$ cat src/oled_instr_regs.svh
// constants for the character display instruction decoder
// assumes a 50 MHz core clock and an instruction byte bus
`ifndef OLED_INSTR_REGS_SVH
`define OLED_INSTR_REGS_SVH

// clock rate and clear-display time
`define CLK_HZ             50000000
`define CLEAR_TIME_US      6200
`define CLEAR_CYCLES       ((`CLEAR_TIME_US * (`CLK_HZ / 1000000)))
// busy cycles for all other instructions
`define SHORT_CYCLES       4
// ram sizes
`define DISPLAY_RAM_DEPTH  128
`define GLYPH_RAM_DEPTH    64
// blank character written by clear
`define BLANK_CHAR         8'h20
// reset values
`define FUNC_RESET         6'h38
`define ENTRY_RESET        2'h2

`endif

$ cat src/oled_instr_pkg.sv
// types for the character display instruction decoder
// assumes nothing beyond the standard language
`default_nettype none
package oled_instr_pkg;

	// host transfer into the decoder
	typedef struct packed {
		logic       strobe;
		logic       register_select;
		logic       read_not_write;
		logic [7:0] data;
	} host_req_t;

	// display settings held by the decoder
	typedef struct packed {
		logic       increment;
		logic       shift_enable;
		logic       display_on;
		logic       cursor_on;
		logic       blink_on;
		logic       graphic_mode;
		logic       power_on;
		logic       bus_width_select;
		logic       two_lines;
		logic       tall_font;
		logic       font_table_high;
		logic       font_table_low;
		logic [6:0] shift_offset;
	} settings_t;

	// instruction classes
	typedef enum logic [3:0] {
		op_none, op_clear, op_home, op_entry, op_display, op_shift,
		op_mode, op_function, op_glyph_addr, op_display_addr
	} opcode_t;

	// sequencer states
	typedef enum logic [1:0] {
		st_idle, st_short, st_clear
	} state_t;

endpackage
`default_nettype wire

$ cat src/oled_instr_classify.sv
// instruction classifier: highest set bit picks the command
// assumes a byte sampled with register-select low and a write
`default_nettype none
module oled_instr_classify (
	// command byte
	input  wire logic                   [7:0] cmd,
	// decoded class
	output oled_instr_pkg::opcode_t           op
);
	// priority on the highest set bit
	assign op = cmd[7] ? oled_instr_pkg::op_display_addr :
		cmd[6] ? oled_instr_pkg::op_glyph_addr :
		cmd[5] ? oled_instr_pkg::op_function :
		// bit 4 codes with low bits 01 or 10 are unused, never a lower class
		cmd[4] ? (cmd[1:0] == 2'b11 ? oled_instr_pkg::op_mode :
			cmd[1:0] == 2'b00 ? oled_instr_pkg::op_shift :
			oled_instr_pkg::op_none) :
		cmd[3] ? oled_instr_pkg::op_display :
		cmd[2] ? oled_instr_pkg::op_entry :
		cmd[1] ? oled_instr_pkg::op_home :
		cmd[0] ? oled_instr_pkg::op_clear :
		oled_instr_pkg::op_none;
endmodule
`default_nettype wire

$ cat src/char_oled_instruction_decoder.sv
// instruction and data decoder of a two-line character display
// assumes synchronous one-cycle host strobes on the clock
// assumes the host polls busy before all but status reads
// clear holds busy for its full time; only status is answered then
// How it works
// - clear fills display ram, zeroes counter
// - home zeroes counter, undoes shift
// - entry mode stores direction and shift
// - display control stores on, cursor, blink
// - shift moves cursor or display only
// - mode command stores graphic and power
// - function set stores width, lines, font, table
// - glyph address load selects glyph ram
// - display address load selects display ram
// - status read returns busy and counter
// - data write goes to selected ram
// - data read comes from selected ram
// - busy ignores all but status read
// - counter steps after each data access
// - graphic one is graphic, power one on
// - lines one is two, font one tall
`include "oled_instr_regs.svh"
`default_nettype none
module char_oled_instruction_decoder (
	// clock and reset
	input  wire logic                      clock,
	input  wire logic                      reset_n,
	// host transfer
	input  wire oled_instr_pkg::host_req_t req,
	// read data back to the host
	output logic                     [7:0] read_data,
	output logic                           read_valid,
	// state seen by the display side
	output logic                           busy_flag,
	output logic                     [6:0] address_counter,
	output oled_instr_pkg::settings_t      settings,
	output logic                           glyph_select
);
	// busy lengths in clock cycles
	localparam int CLR_CYC = `CLEAR_CYCLES;
	localparam logic [18:0] CLR_LAST = 19'(CLR_CYC - 1);
	localparam logic [18:0] SHORT_LAST = 19'(`SHORT_CYCLES - 1);
	// settings after reset: entry bits, display and mode off, function bits
	localparam logic [1:0] ENTRY_RST = `ENTRY_RESET;
	localparam logic [4:0] FUNC_RST  = 5'(`FUNC_RESET); // class bit dropped
	localparam oled_instr_pkg::settings_t SET_RST =
		{ENTRY_RST, 5'h00, FUNC_RST, 7'h00};

	// step the counter in the chosen direction, wrapping in the ram size
	function automatic logic [6:0] step_addr(input logic [6:0] a,
		input logic up, input logic glyph);
		logic [6:0] n;
		n = up ? 7'(a + 7'h01) : 7'(a - 7'h01);
		step_addr = glyph ? {1'b0, n[5:0]} : n;
	endfunction

	logic [7:0] display_mem [0:`DISPLAY_RAM_DEPTH-1];
	logic [7:0] glyph_mem   [0:`GLYPH_RAM_DEPTH-1];

	oled_instr_pkg::state_t    state_ff, nxt_state;
	oled_instr_pkg::settings_t set_ff, nxt_set;
	oled_instr_pkg::opcode_t   op;
	logic [18:0] count_ff, nxt_count;
	logic [6:0]  addr_ff, nxt_addr;
	logic        glyph_ff, nxt_glyph;
	logic [7:0]  rdata_ff, nxt_rdata;
	logic        rvalid_ff, nxt_rvalid;

	// transfer classes
	wire idle      = (state_ff == oled_instr_pkg::st_idle);
	wire cmd_wr    = req.strobe && !req.register_select &&
		!req.read_not_write && idle;
	wire stat_rd   = req.strobe && !req.register_select &&
		req.read_not_write;
	wire data_wr   = req.strobe && req.register_select &&
		!req.read_not_write && idle;
	wire data_rd   = req.strobe && req.register_select &&
		req.read_not_write && idle;
	wire data_acc  = data_wr || data_rd;
	wire clr_last  = (count_ff == CLR_LAST);
	wire [6:0] ram_idx = glyph_ff ? {1'b0, addr_ff[5:0]} : addr_ff;
	wire [7:0] ram_q   = glyph_ff ? glyph_mem[addr_ff[5:0]]
		: display_mem[addr_ff];

	// entry and display control fields
	wire       entry_up     = req.data[1];
	wire       entry_shift  = req.data[0];
	wire       disp_on      = req.data[2];
	wire       disp_cursor  = req.data[1];
	wire       disp_blink   = req.data[0];

	// move, mode and function fields
	wire       move_display = req.data[3];
	wire       move_right   = req.data[2];
	wire       mode_graphic = req.data[3];
	wire       mode_power   = req.data[2];
	wire       func_width   = req.data[4];
	wire       func_lines   = req.data[3];
	wire       func_font    = req.data[2];
	wire [1:0] func_table   = req.data[1:0];

	// address loads
	wire [5:0] glyph_load   = req.data[5:0];
	wire [6:0] display_load = req.data[6:0];

	// stepped counter and offset for data access and move commands
	wire [6:0] addr_step   = step_addr(addr_ff, set_ff.increment,
		glyph_ff);
	wire [6:0] addr_move   = step_addr(addr_ff, move_right, glyph_ff);
	wire [6:0] offset_step = step_addr(set_ff.shift_offset,
		set_ff.increment, 1'b0);
	wire [6:0] offset_move = step_addr(set_ff.shift_offset, move_right,
		1'b0);

	// ram write enables for host data
	wire       disp_wr    = data_wr && !glyph_ff;
	wire       glyph_wr   = data_wr && glyph_ff;

	// clear sweep over display ram, end of a short busy
	wire       sweep_wr   = (state_ff == oled_instr_pkg::st_clear) &&
		(count_ff < 19'(`DISPLAY_RAM_DEPTH));
	wire       short_last = (count_ff == SHORT_LAST);

	oled_instr_classify u_classify (
		.cmd (req.data),
		.op  (op)
	);

	// command, data and busy sequencing
	always_comb begin
		nxt_state  = state_ff;
		nxt_set    = set_ff;
		nxt_count  = count_ff;
		nxt_addr   = addr_ff;
		nxt_glyph  = glyph_ff;
		case (state_ff)
		oled_instr_pkg::st_idle: begin
			if (cmd_wr) begin
				nxt_state = oled_instr_pkg::st_short;
				nxt_count = 19'h0_0000;
				case (op)
				oled_instr_pkg::op_clear: begin
					nxt_state = oled_instr_pkg::st_clear;
					nxt_addr  = 7'h00;
					nxt_glyph = 1'b0;
					nxt_set.shift_offset = 7'h00;
				end
				oled_instr_pkg::op_home: begin
					// bit 0 is a test input, host keeps it low
					nxt_addr  = 7'h00;
					nxt_glyph = 1'b0;
					nxt_set.shift_offset = 7'h00;
				end
				oled_instr_pkg::op_entry: begin
					nxt_set.increment    = entry_up;
					nxt_set.shift_enable = entry_shift;
				end
				oled_instr_pkg::op_display: begin
					nxt_set.display_on = disp_on;
					nxt_set.cursor_on  = disp_cursor;
					nxt_set.blink_on   = disp_blink;
				end
				oled_instr_pkg::op_shift: begin
					if (move_display)
						nxt_set.shift_offset = offset_move;
					else
						nxt_addr = addr_move;
				end
				oled_instr_pkg::op_mode: begin
					nxt_set.graphic_mode = mode_graphic;
					nxt_set.power_on     = mode_power;
				end
				oled_instr_pkg::op_function: begin
					nxt_set.bus_width_select = func_width;
					nxt_set.two_lines        = func_lines;
					nxt_set.tall_font        = func_font;
					nxt_set.font_table_high  = func_table[1];
					nxt_set.font_table_low   = func_table[0];
				end
				oled_instr_pkg::op_glyph_addr: begin
					nxt_addr  = {1'b0, glyph_load};
					nxt_glyph = 1'b1;
				end
				oled_instr_pkg::op_display_addr: begin
					nxt_addr  = display_load;
					nxt_glyph = 1'b0;
				end
				default: nxt_state = oled_instr_pkg::st_idle;
				endcase
			end else if (data_acc) begin
				nxt_state = oled_instr_pkg::st_short;
				nxt_count = 19'h0_0000;
				nxt_addr  = addr_step;
				if (set_ff.shift_enable && !glyph_ff)
					nxt_set.shift_offset = offset_step;
			end
		end
		oled_instr_pkg::st_short: begin
			nxt_count = 19'(count_ff + 19'h0_0001);
			if (short_last)
				nxt_state = oled_instr_pkg::st_idle;
		end
		oled_instr_pkg::st_clear: begin
			nxt_count = 19'(count_ff + 19'h0_0001);
			if (clr_last)
				nxt_state = oled_instr_pkg::st_idle;
		end
		default: nxt_state = oled_instr_pkg::st_idle;
		endcase
	end

	// read answer: status any time, ram byte on an accepted data read
	always_comb begin
		nxt_rdata  = rdata_ff;
		nxt_rvalid = 1'b0;
		if (stat_rd) begin
			nxt_rdata  = {!idle, addr_ff};
			nxt_rvalid = 1'b1;
		end else if (data_rd) begin
			nxt_rdata  = ram_q;
			nxt_rvalid = 1'b1;
		end
	end

	// sequencer state
	always_ff @(posedge clock or negedge reset_n) begin
		if (!reset_n)
			state_ff <= oled_instr_pkg::st_idle;
		else
			state_ff <= nxt_state;
	end

	// busy timer
	always_ff @(posedge clock or negedge reset_n) begin
		if (!reset_n)
			count_ff <= 19'h0_0000;
		else
			count_ff <= nxt_count;
	end

	// display settings
	always_ff @(posedge clock or negedge reset_n) begin
		if (!reset_n)
			set_ff <= SET_RST;
		else
			set_ff <= nxt_set;
	end

	// address counter
	always_ff @(posedge clock or negedge reset_n) begin
		if (!reset_n)
			addr_ff <= 7'h00;
		else
			addr_ff <= nxt_addr;
	end

	// ram select, display ram after reset
	always_ff @(posedge clock or negedge reset_n) begin
		if (!reset_n)
			glyph_ff <= 1'b0;
		else
			glyph_ff <= nxt_glyph;
	end

	// read data, held until the next read
	always_ff @(posedge clock or negedge reset_n) begin
		if (!reset_n)
			rdata_ff <= 8'h00;
		else
			rdata_ff <= nxt_rdata;
	end

	// read valid pulse
	always_ff @(posedge clock or negedge reset_n) begin
		if (!reset_n)
			rvalid_ff <= 1'b0;
		else
			rvalid_ff <= nxt_rvalid;
	end

	// display ram: host writes, clear sweeps blanks one word a cycle
	always_ff @(posedge clock) begin
		if (disp_wr)
			display_mem[ram_idx] <= req.data;
		else if (sweep_wr)
			display_mem[count_ff[6:0]] <= `BLANK_CHAR;
	end

	// glyph ram writes
	always_ff @(posedge clock) begin
		if (glyph_wr)
			glyph_mem[ram_idx[5:0]] <= req.data;
	end

	// outputs
	assign read_data       = rdata_ff;
	assign read_valid      = rvalid_ff;
	assign busy_flag       = !idle;
	assign address_counter = addr_ff;
	assign settings        = set_ff;
	assign glyph_select    = glyph_ff;
endmodule
`default_nettype wire

$ cat config.mk
export PLATFORM = sky130hd
export DESIGN_NAME = char_oled_instruction_decoder
export DESIGN_NICKNAME = d
export VERILOG_FILES = /design/src/oled_instr_pkg.sv /design/src/oled_instr_classify.sv /design/src/char_oled_instruction_decoder.sv
export VERILOG_INCLUDE_DIRS = /design/src
export SDC_FILE = /design/constraint.sdc
export NUM_CORES = 2
export LEC_CHECK = 0
export BUFFER_PORTS_ARGS = -buffer_cell sky130_fd_sc_hd__buf_4
export CAP_MARGIN = 20
export CORE_MARGIN = 8
export CORE_UTILIZATION = 46
export DETAILED_ROUTE_END_ITERATION = 10
export HOLD_SLACK_MARGIN = 0.05
export PLACE_DENSITY_LB_ADDON = 0.08
export RECOVER_POWER = 25
export SETUP_SLACK_MARGIN = 0.15
export SLEW_MARGIN = 15
export SYNTH_ARGS = -nofsm -noshare
export SYNTH_HDL_FRONTEND = slang
export SYNTH_SLANG_ARGS = --single-unit
$ cat constraint.sdc
create_clock -name clock -period 9.4 [get_ports clock]
set_input_delay 1.88 -clock clock [delete_from_list [all_inputs] [get_ports clock]]
set_output_delay 1.88 -clock clock [all_outputs]
set_load 0.02 [all_outputs]
Word-level counts from Yosys, hierarchy flattened
Memory sizes are Yosys's and may differ from the RTL's.
Index checks and enable logic that the tools add are counted.
W data, S select, Z words.
{"block": "op_classes", "addsub": 5, "order_cmp": 1, "eq_ne": 21, "n_mux": 51, "n_reduce_logical": 39}
{"operator": "$mux W7", "count": 15}
{"operator": "$mux W19", "count": 2}
{"operator": "$pmux W19 S2", "count": 1}
{"operator": "$mux W4", "count": 8}
{"operator": "$mux W8", "count": 4}
{"operator": "$pmux W7 S4", "count": 1}
{"operator": "$add A19 B1 Y19 const B", "count": 1}
{"operator": "$eq A19 B19 Y1 const B", "count": 1}
{"operator": "$eq A19 B2 Y1 const B", "count": 1}
{"operator": "$lt A19 B8 Y1 const B", "count": 1}
{"operator": "$reduce_and A3 Y1", "count": 6}
{"operator": "$eq A4 B3 Y1 const B", "count": 4}
{"operator": "$reduce_or A8 Y1", "count": 2}
{"operator": "$add A7 B1 Y7 const B", "count": 2}
{"operator": "$pmux W7 S2", "count": 1}
{"operator": "$sub A7 B1 Y7 const B", "count": 2}
{"operator": "$logic_and A1 B1 Y1", "count": 13}
{"operator": "$mux W1", "count": 11}
{"operator": "$reduce_bool A2 Y1", "count": 5}
{"operator": "$eq A4 B2 Y1 const B", "count": 2}
{"operator": "$eq A4 B4 Y1 const B", "count": 2}
{"operator": "$mux W2", "count": 4}
{"operator": "$ne A3 B3 Y1 const B", "count": 2}
{"operator": "$pmux W2 S3", "count": 1}
{"operator": "other kinds (18)", "count": 25}
{"block": "word_totals", "register_bits": 57, "mem_bits_rw": 1536, "out_inout_bits": 37, "word_cells": 138, "n_memories": 2}
{"name": "display_mem", "depth": 128, "width": 8, "read_ports": 1, "rd_clocked_by_memory_dff": 0, "wr": 1, "line_no": "char_oled_instruction_decoder.sv:57", "text": "logic [7:0] display_mem [0:`DISPLAY_RAM_DEPTH-1];"}
{"name": "glyph_mem", "depth": 64, "width": 8, "read_ports": 1, "rd_clocked_by_memory_dff": 0, "wr": 1, "line_no": "char_oled_instruction_decoder.sv:58", "text": "logic [7:0] glyph_mem [0:`GLYPH_RAM_DEPTH-1];"}

Logic depth before layout (Yosys ltp)
{"block": "logic_depth", "word_depth": 13, "ltp_mapped": 13, "mapped_depth_nobuf": 9}

Modules after synthesis
Synthesis repeated with hierarchy kept, for this count alone.
{"block": "hier_totals", "cells_unflattened": 3710, "hier_area_um2": 62338.5}
{"mod": "char_oled_instruction_decoder", "instances": 1, "cells_per_inst": 3694, "area_each_um2": 62224.7, "seq_area_each_um2": 47554.4}
{"mod": "oled_instr_classify", "instances": 1, "cells_per_inst": 16, "area_each_um2": 113.9, "seq_area_each_um2": 0.0}

Least setup slack after synthesis
No wires, ideal clock.
{"block": "synth_path", "kind": "input to register", "startpoint": "in req[10] (netlist name)", "endpoint": "mem display_mem[0][0], data pin", "setup_time_ps": 534, "arrival_time_ps": 4774, "setup_slack_ps": 4092, "path_stages": 7, "path_buffers": 4, "cell_sequence": "buf_2 -> nand4b_1 -> o211ai_4 -> buf_6 -> buf_6 -> clkbuf_1 -> and2_1"}
{"block": "synth_between", "elab_chain_len": 8}
{"element": "start: declaration", "line_no": "char_oled_instruction_decoder.sv:29", "text": "input wire oled_instr_pkg::host_req_t req,"}
{"element": "$logic_and A1 B1 Y1 (2 in a row)", "line_no": "char_oled_instruction_decoder.sv:75", "text": "wire data_wr = req.strobe && req.register_select &&"}
{"element": "$logic_and A1 B1 Y1", "line_no": "char_oled_instruction_decoder.sv:76", "text": "!req.read_not_write && idle;"}
{"element": "$logic_and A1 B1 Y1", "line_no": "char_oled_instruction_decoder.sv:116", "text": "wire disp_wr = data_wr && !glyph_ff;"}
{"element": "$mux W1", "line_no": "char_oled_instruction_decoder.sv:283", "text": "if (disp_wr)"}
{"element": "$mux W1 (no source line)"}
{"element": "$reduce_or A8 Y1 (no source line)"}
{"element": "$mux W8 (no source line)"}
{"element": "end: declaration", "line_no": "char_oled_instruction_decoder.sv:57"}
Every way passes these cells.

Final worst setup path
{"block": "layout_path", "startpoint": "in req[5] (netlist name)", "endpoint": "mem display_mem[22][5], data pin"}
{"block": "layout_between", "elab_chain_len": 1}
{"element": "$mux W8 (no source line)"}
Every way passes these cells.

==> out/metrics.yaml <==
status: "finished, violations left"
violations: "capacitance limit, slew limit"
gp_congestion: 0.887
r2r_start: "state_ff[1]"
n_fill_cell: 11000
die_w_um: 387
start_kind: "primary input"
crit_start: "req[5]"
leakage_nw: 23.4
cts-resized-gates: 0
cts_buffers: 165
synth_fp_nets: 3794
ys_ff_latch: 1593
ctsHoldBuffers: 0
fin_skew_ns: 0.0306
cp.required_ns: 9.84
crit_chain: "clkbuf_1 -> nand2b_1 -> buf_4"
dieArea_um2: 150000
reg2reg_to: "display_mem[0][3]"
vdd_drop_max_uv: 128
cp.arrival_ns: 7.54
endpoint: "display_mem[22][5]"
cts_tree: "built"
clkTransAtPathRegs_ns: 0.06
reg2reg_slack_ns: 2.89
tns_ns: 0
ys.flop_type: "edfxtp_1"
initial_utilization_pct: 46.3
cp_slowest_cell: "clkbuf_1"
cap_violations: 13
yosysSeqAreaShare_pct: 74.9
layout_commonest_cell: "edfxtp_1"
synthDistinctLibCells: 91
synthAdderAreaFrac_pct: 0.237
wl_per_cell_um: 36.9
worstSkewPairLatency_ns: 0.82
synthArstFlopShare_pct: 3.58
yosys.area.top_type: "edfxtp_1"
grt_pass1_wl_um: 298000
grt_max_degree: 95
rows: 136
syn-instance-count: 3769
multi_input_area_um2: 14600
core_area_um2: 137000
slowest_delay_ns: 2.39
synth_xor_area_share_pct: 0.221
synth-edff-count: 1536
endpoint_kind: "flop"
clk_root_buffer_cell: "clkbuf_16"
dp_hpwl_um: 127000
layout_common_cells: "1536 x edfxtp_1, 236 x nor2_1, 171 x a22oi_1, 171 x clkbuf_16, 153 x mux2i_1"
clock-sinks: 1593
drtIter0Drc: 5551
cts_max_path_buffers: 3
worstRegToRegCells: 7
nets: 3898
routed_wl_um: 214000
hold_path_class: "flop to flop"
synth_warnings: 0
rsz0062_at_grt: "false"
synth_area_leaders: "edfxtp_1 73%, mux2i_1 2.4%, mux2_2 2.4%"
critical_path_class: "primary input to flop"
timing.max_slew.rel_slack_pct: -145
grt_overflow: 0
dr.pass1.iters: 7
syn_to_final_growth_pct: 12.0
finalCriticalPeriod_ns: 7.10
drcViolationCount: 0
finalPower_mw: 14.4
register_area_um2: 47600
post_cts_buffers: 0
via_per_inst: 6.67
portBuffers: 49
vias: 38700
syn-cell-area_um2: 63500
hp-start: "settings[8]"
fin_crit_sh_pct: 75.5
finalSetupViolations: 0
fmax_mhz: 141
synthMuxAreaShare_pct: 7.32
synth_top_family_by_area: "compound AO/OA/AOI/OAI gates"
die_h_um: 387
hold_slack_ns: 0.484
tightest_slew_ns: 3.68
h-tree-depth: 4
cp_max_fo: 74
hold_viol_final: 0
power.density_nw_per_um2: 203
ant_nets: 0
synth_compound_gate_area_share_pct: 10.1
synth_top_area_share_pct: 72.7
drv_slew: 771
grt_pass1_vias: 37600
io_pins: 50
layout-drive-gt1-share_pct: 16.8
syn_avg_cell_area_um2: 16.8
synth-simple-area-share_pct: 4.76
antenna_found_initial: 9
grt_use_total_pct: 27.8
[worst min path at each step]
stage | to | slack [ns] | depth (start not counted)
2_1_floorplan | count_ff[6] | 0.50 | 2
3_3_place_gp | settings[6] | 0.48 | 1
3_5_place_dp | settings[8] | 0.48 | 2
4_1_cts | settings[8] | 0.49 | 2
5_1_grt | settings[8] | 0.51 | 2
6_report | settings[8] | 0.48 | 2
[final cells by class]
cell class / count / share of cell area [%]
well taps: 1794 / 3.16
repair buffers: 195 / 1.86
diodes: 7 / 0.0246
inverters: 20 / 0.109
flip-flops and latches: 1593 / 66.9
clock buffers: 202 / 6.18
clock inverters: 91 / 1.14
multi-input cells: 1898 / 20.6
[power breakdown]
group | switching [mW] | total [mW] | internal, mW
Sequential | 0.0107 | 7.81 | 7.80
Combinational | 0.206 | 0.233 | 0.0277
Clock | 2.74 | 6.41 | 3.67
Total | 2.95 | 14.4 | 11.5
[state kept, by name (all words and copies together) (netlist names)]
register	flops
read_data	8
settings	19
read_valid	1
count_ff	19
glyph_select	1
display_mem	1024
address_counter	7
state_ff	2
glyph_mem	512
[metal layers]
metal / global-route usage (%) / share of wire, % / wire (um)
met5: 0 / 0 / 0
met4: 10.7 / 3.9 / 8340
met3: 6.78 / 11 / 23400
met2: 41.6 / 45 / 95900
met1: 39.3 / 40 / 86400
[kinds of logic (layout without fill, tap and decap cells)]
logic type | Yosys count | count (layout)
buf+inv | 278 | 508
xor+xnor | 16 | 16
flops | 1593 | 1593
compound gates | 869 | 869
mux | 361 | 361
other cells | 0 | 7
fa+ha+maj | 12 | 12
simple gates | 640 | 640
[critical path: cells and delay by family]
kind          cells  cell delay, ns
simple gates      1            2.10
buf+inv           2            3.39
[metrics by stage]
stage	setup slack (ns)	area, um^2	std cells	utilization (%)
after floorplan	4.09	63500	3769	-
after global placement	3.52	65700	5461	47.9
after detailed placement	3.50	65800	5468	48.0
after CTS	4.09	71000	5761	51.7
after global routing	2.04	71100	5793	51.8
final	2.30	71100	5800	51.8
[synthesized netlist by cell type, types with 26 or more instances]
library cell	instances
dfrtp_1	54
a31oi_1	41
nor2_1	241
a22oi_1	171
buf_6	35
edfxtp_1	1536
a22o_1	46
nor3_1	98
o22ai_1	49
nand3_1	35
a221o_1	51
a222oi_1	26
nand2_1	127
mux4_2	65
mux2i_1	154
a21oi_1	119
buf_4	32
mux2_2	136
clkbuf_1	75
o21ai_0	104
a221oi_1	110
buf_2	95
No activity file was read; power rests on OpenSTA's default activity.
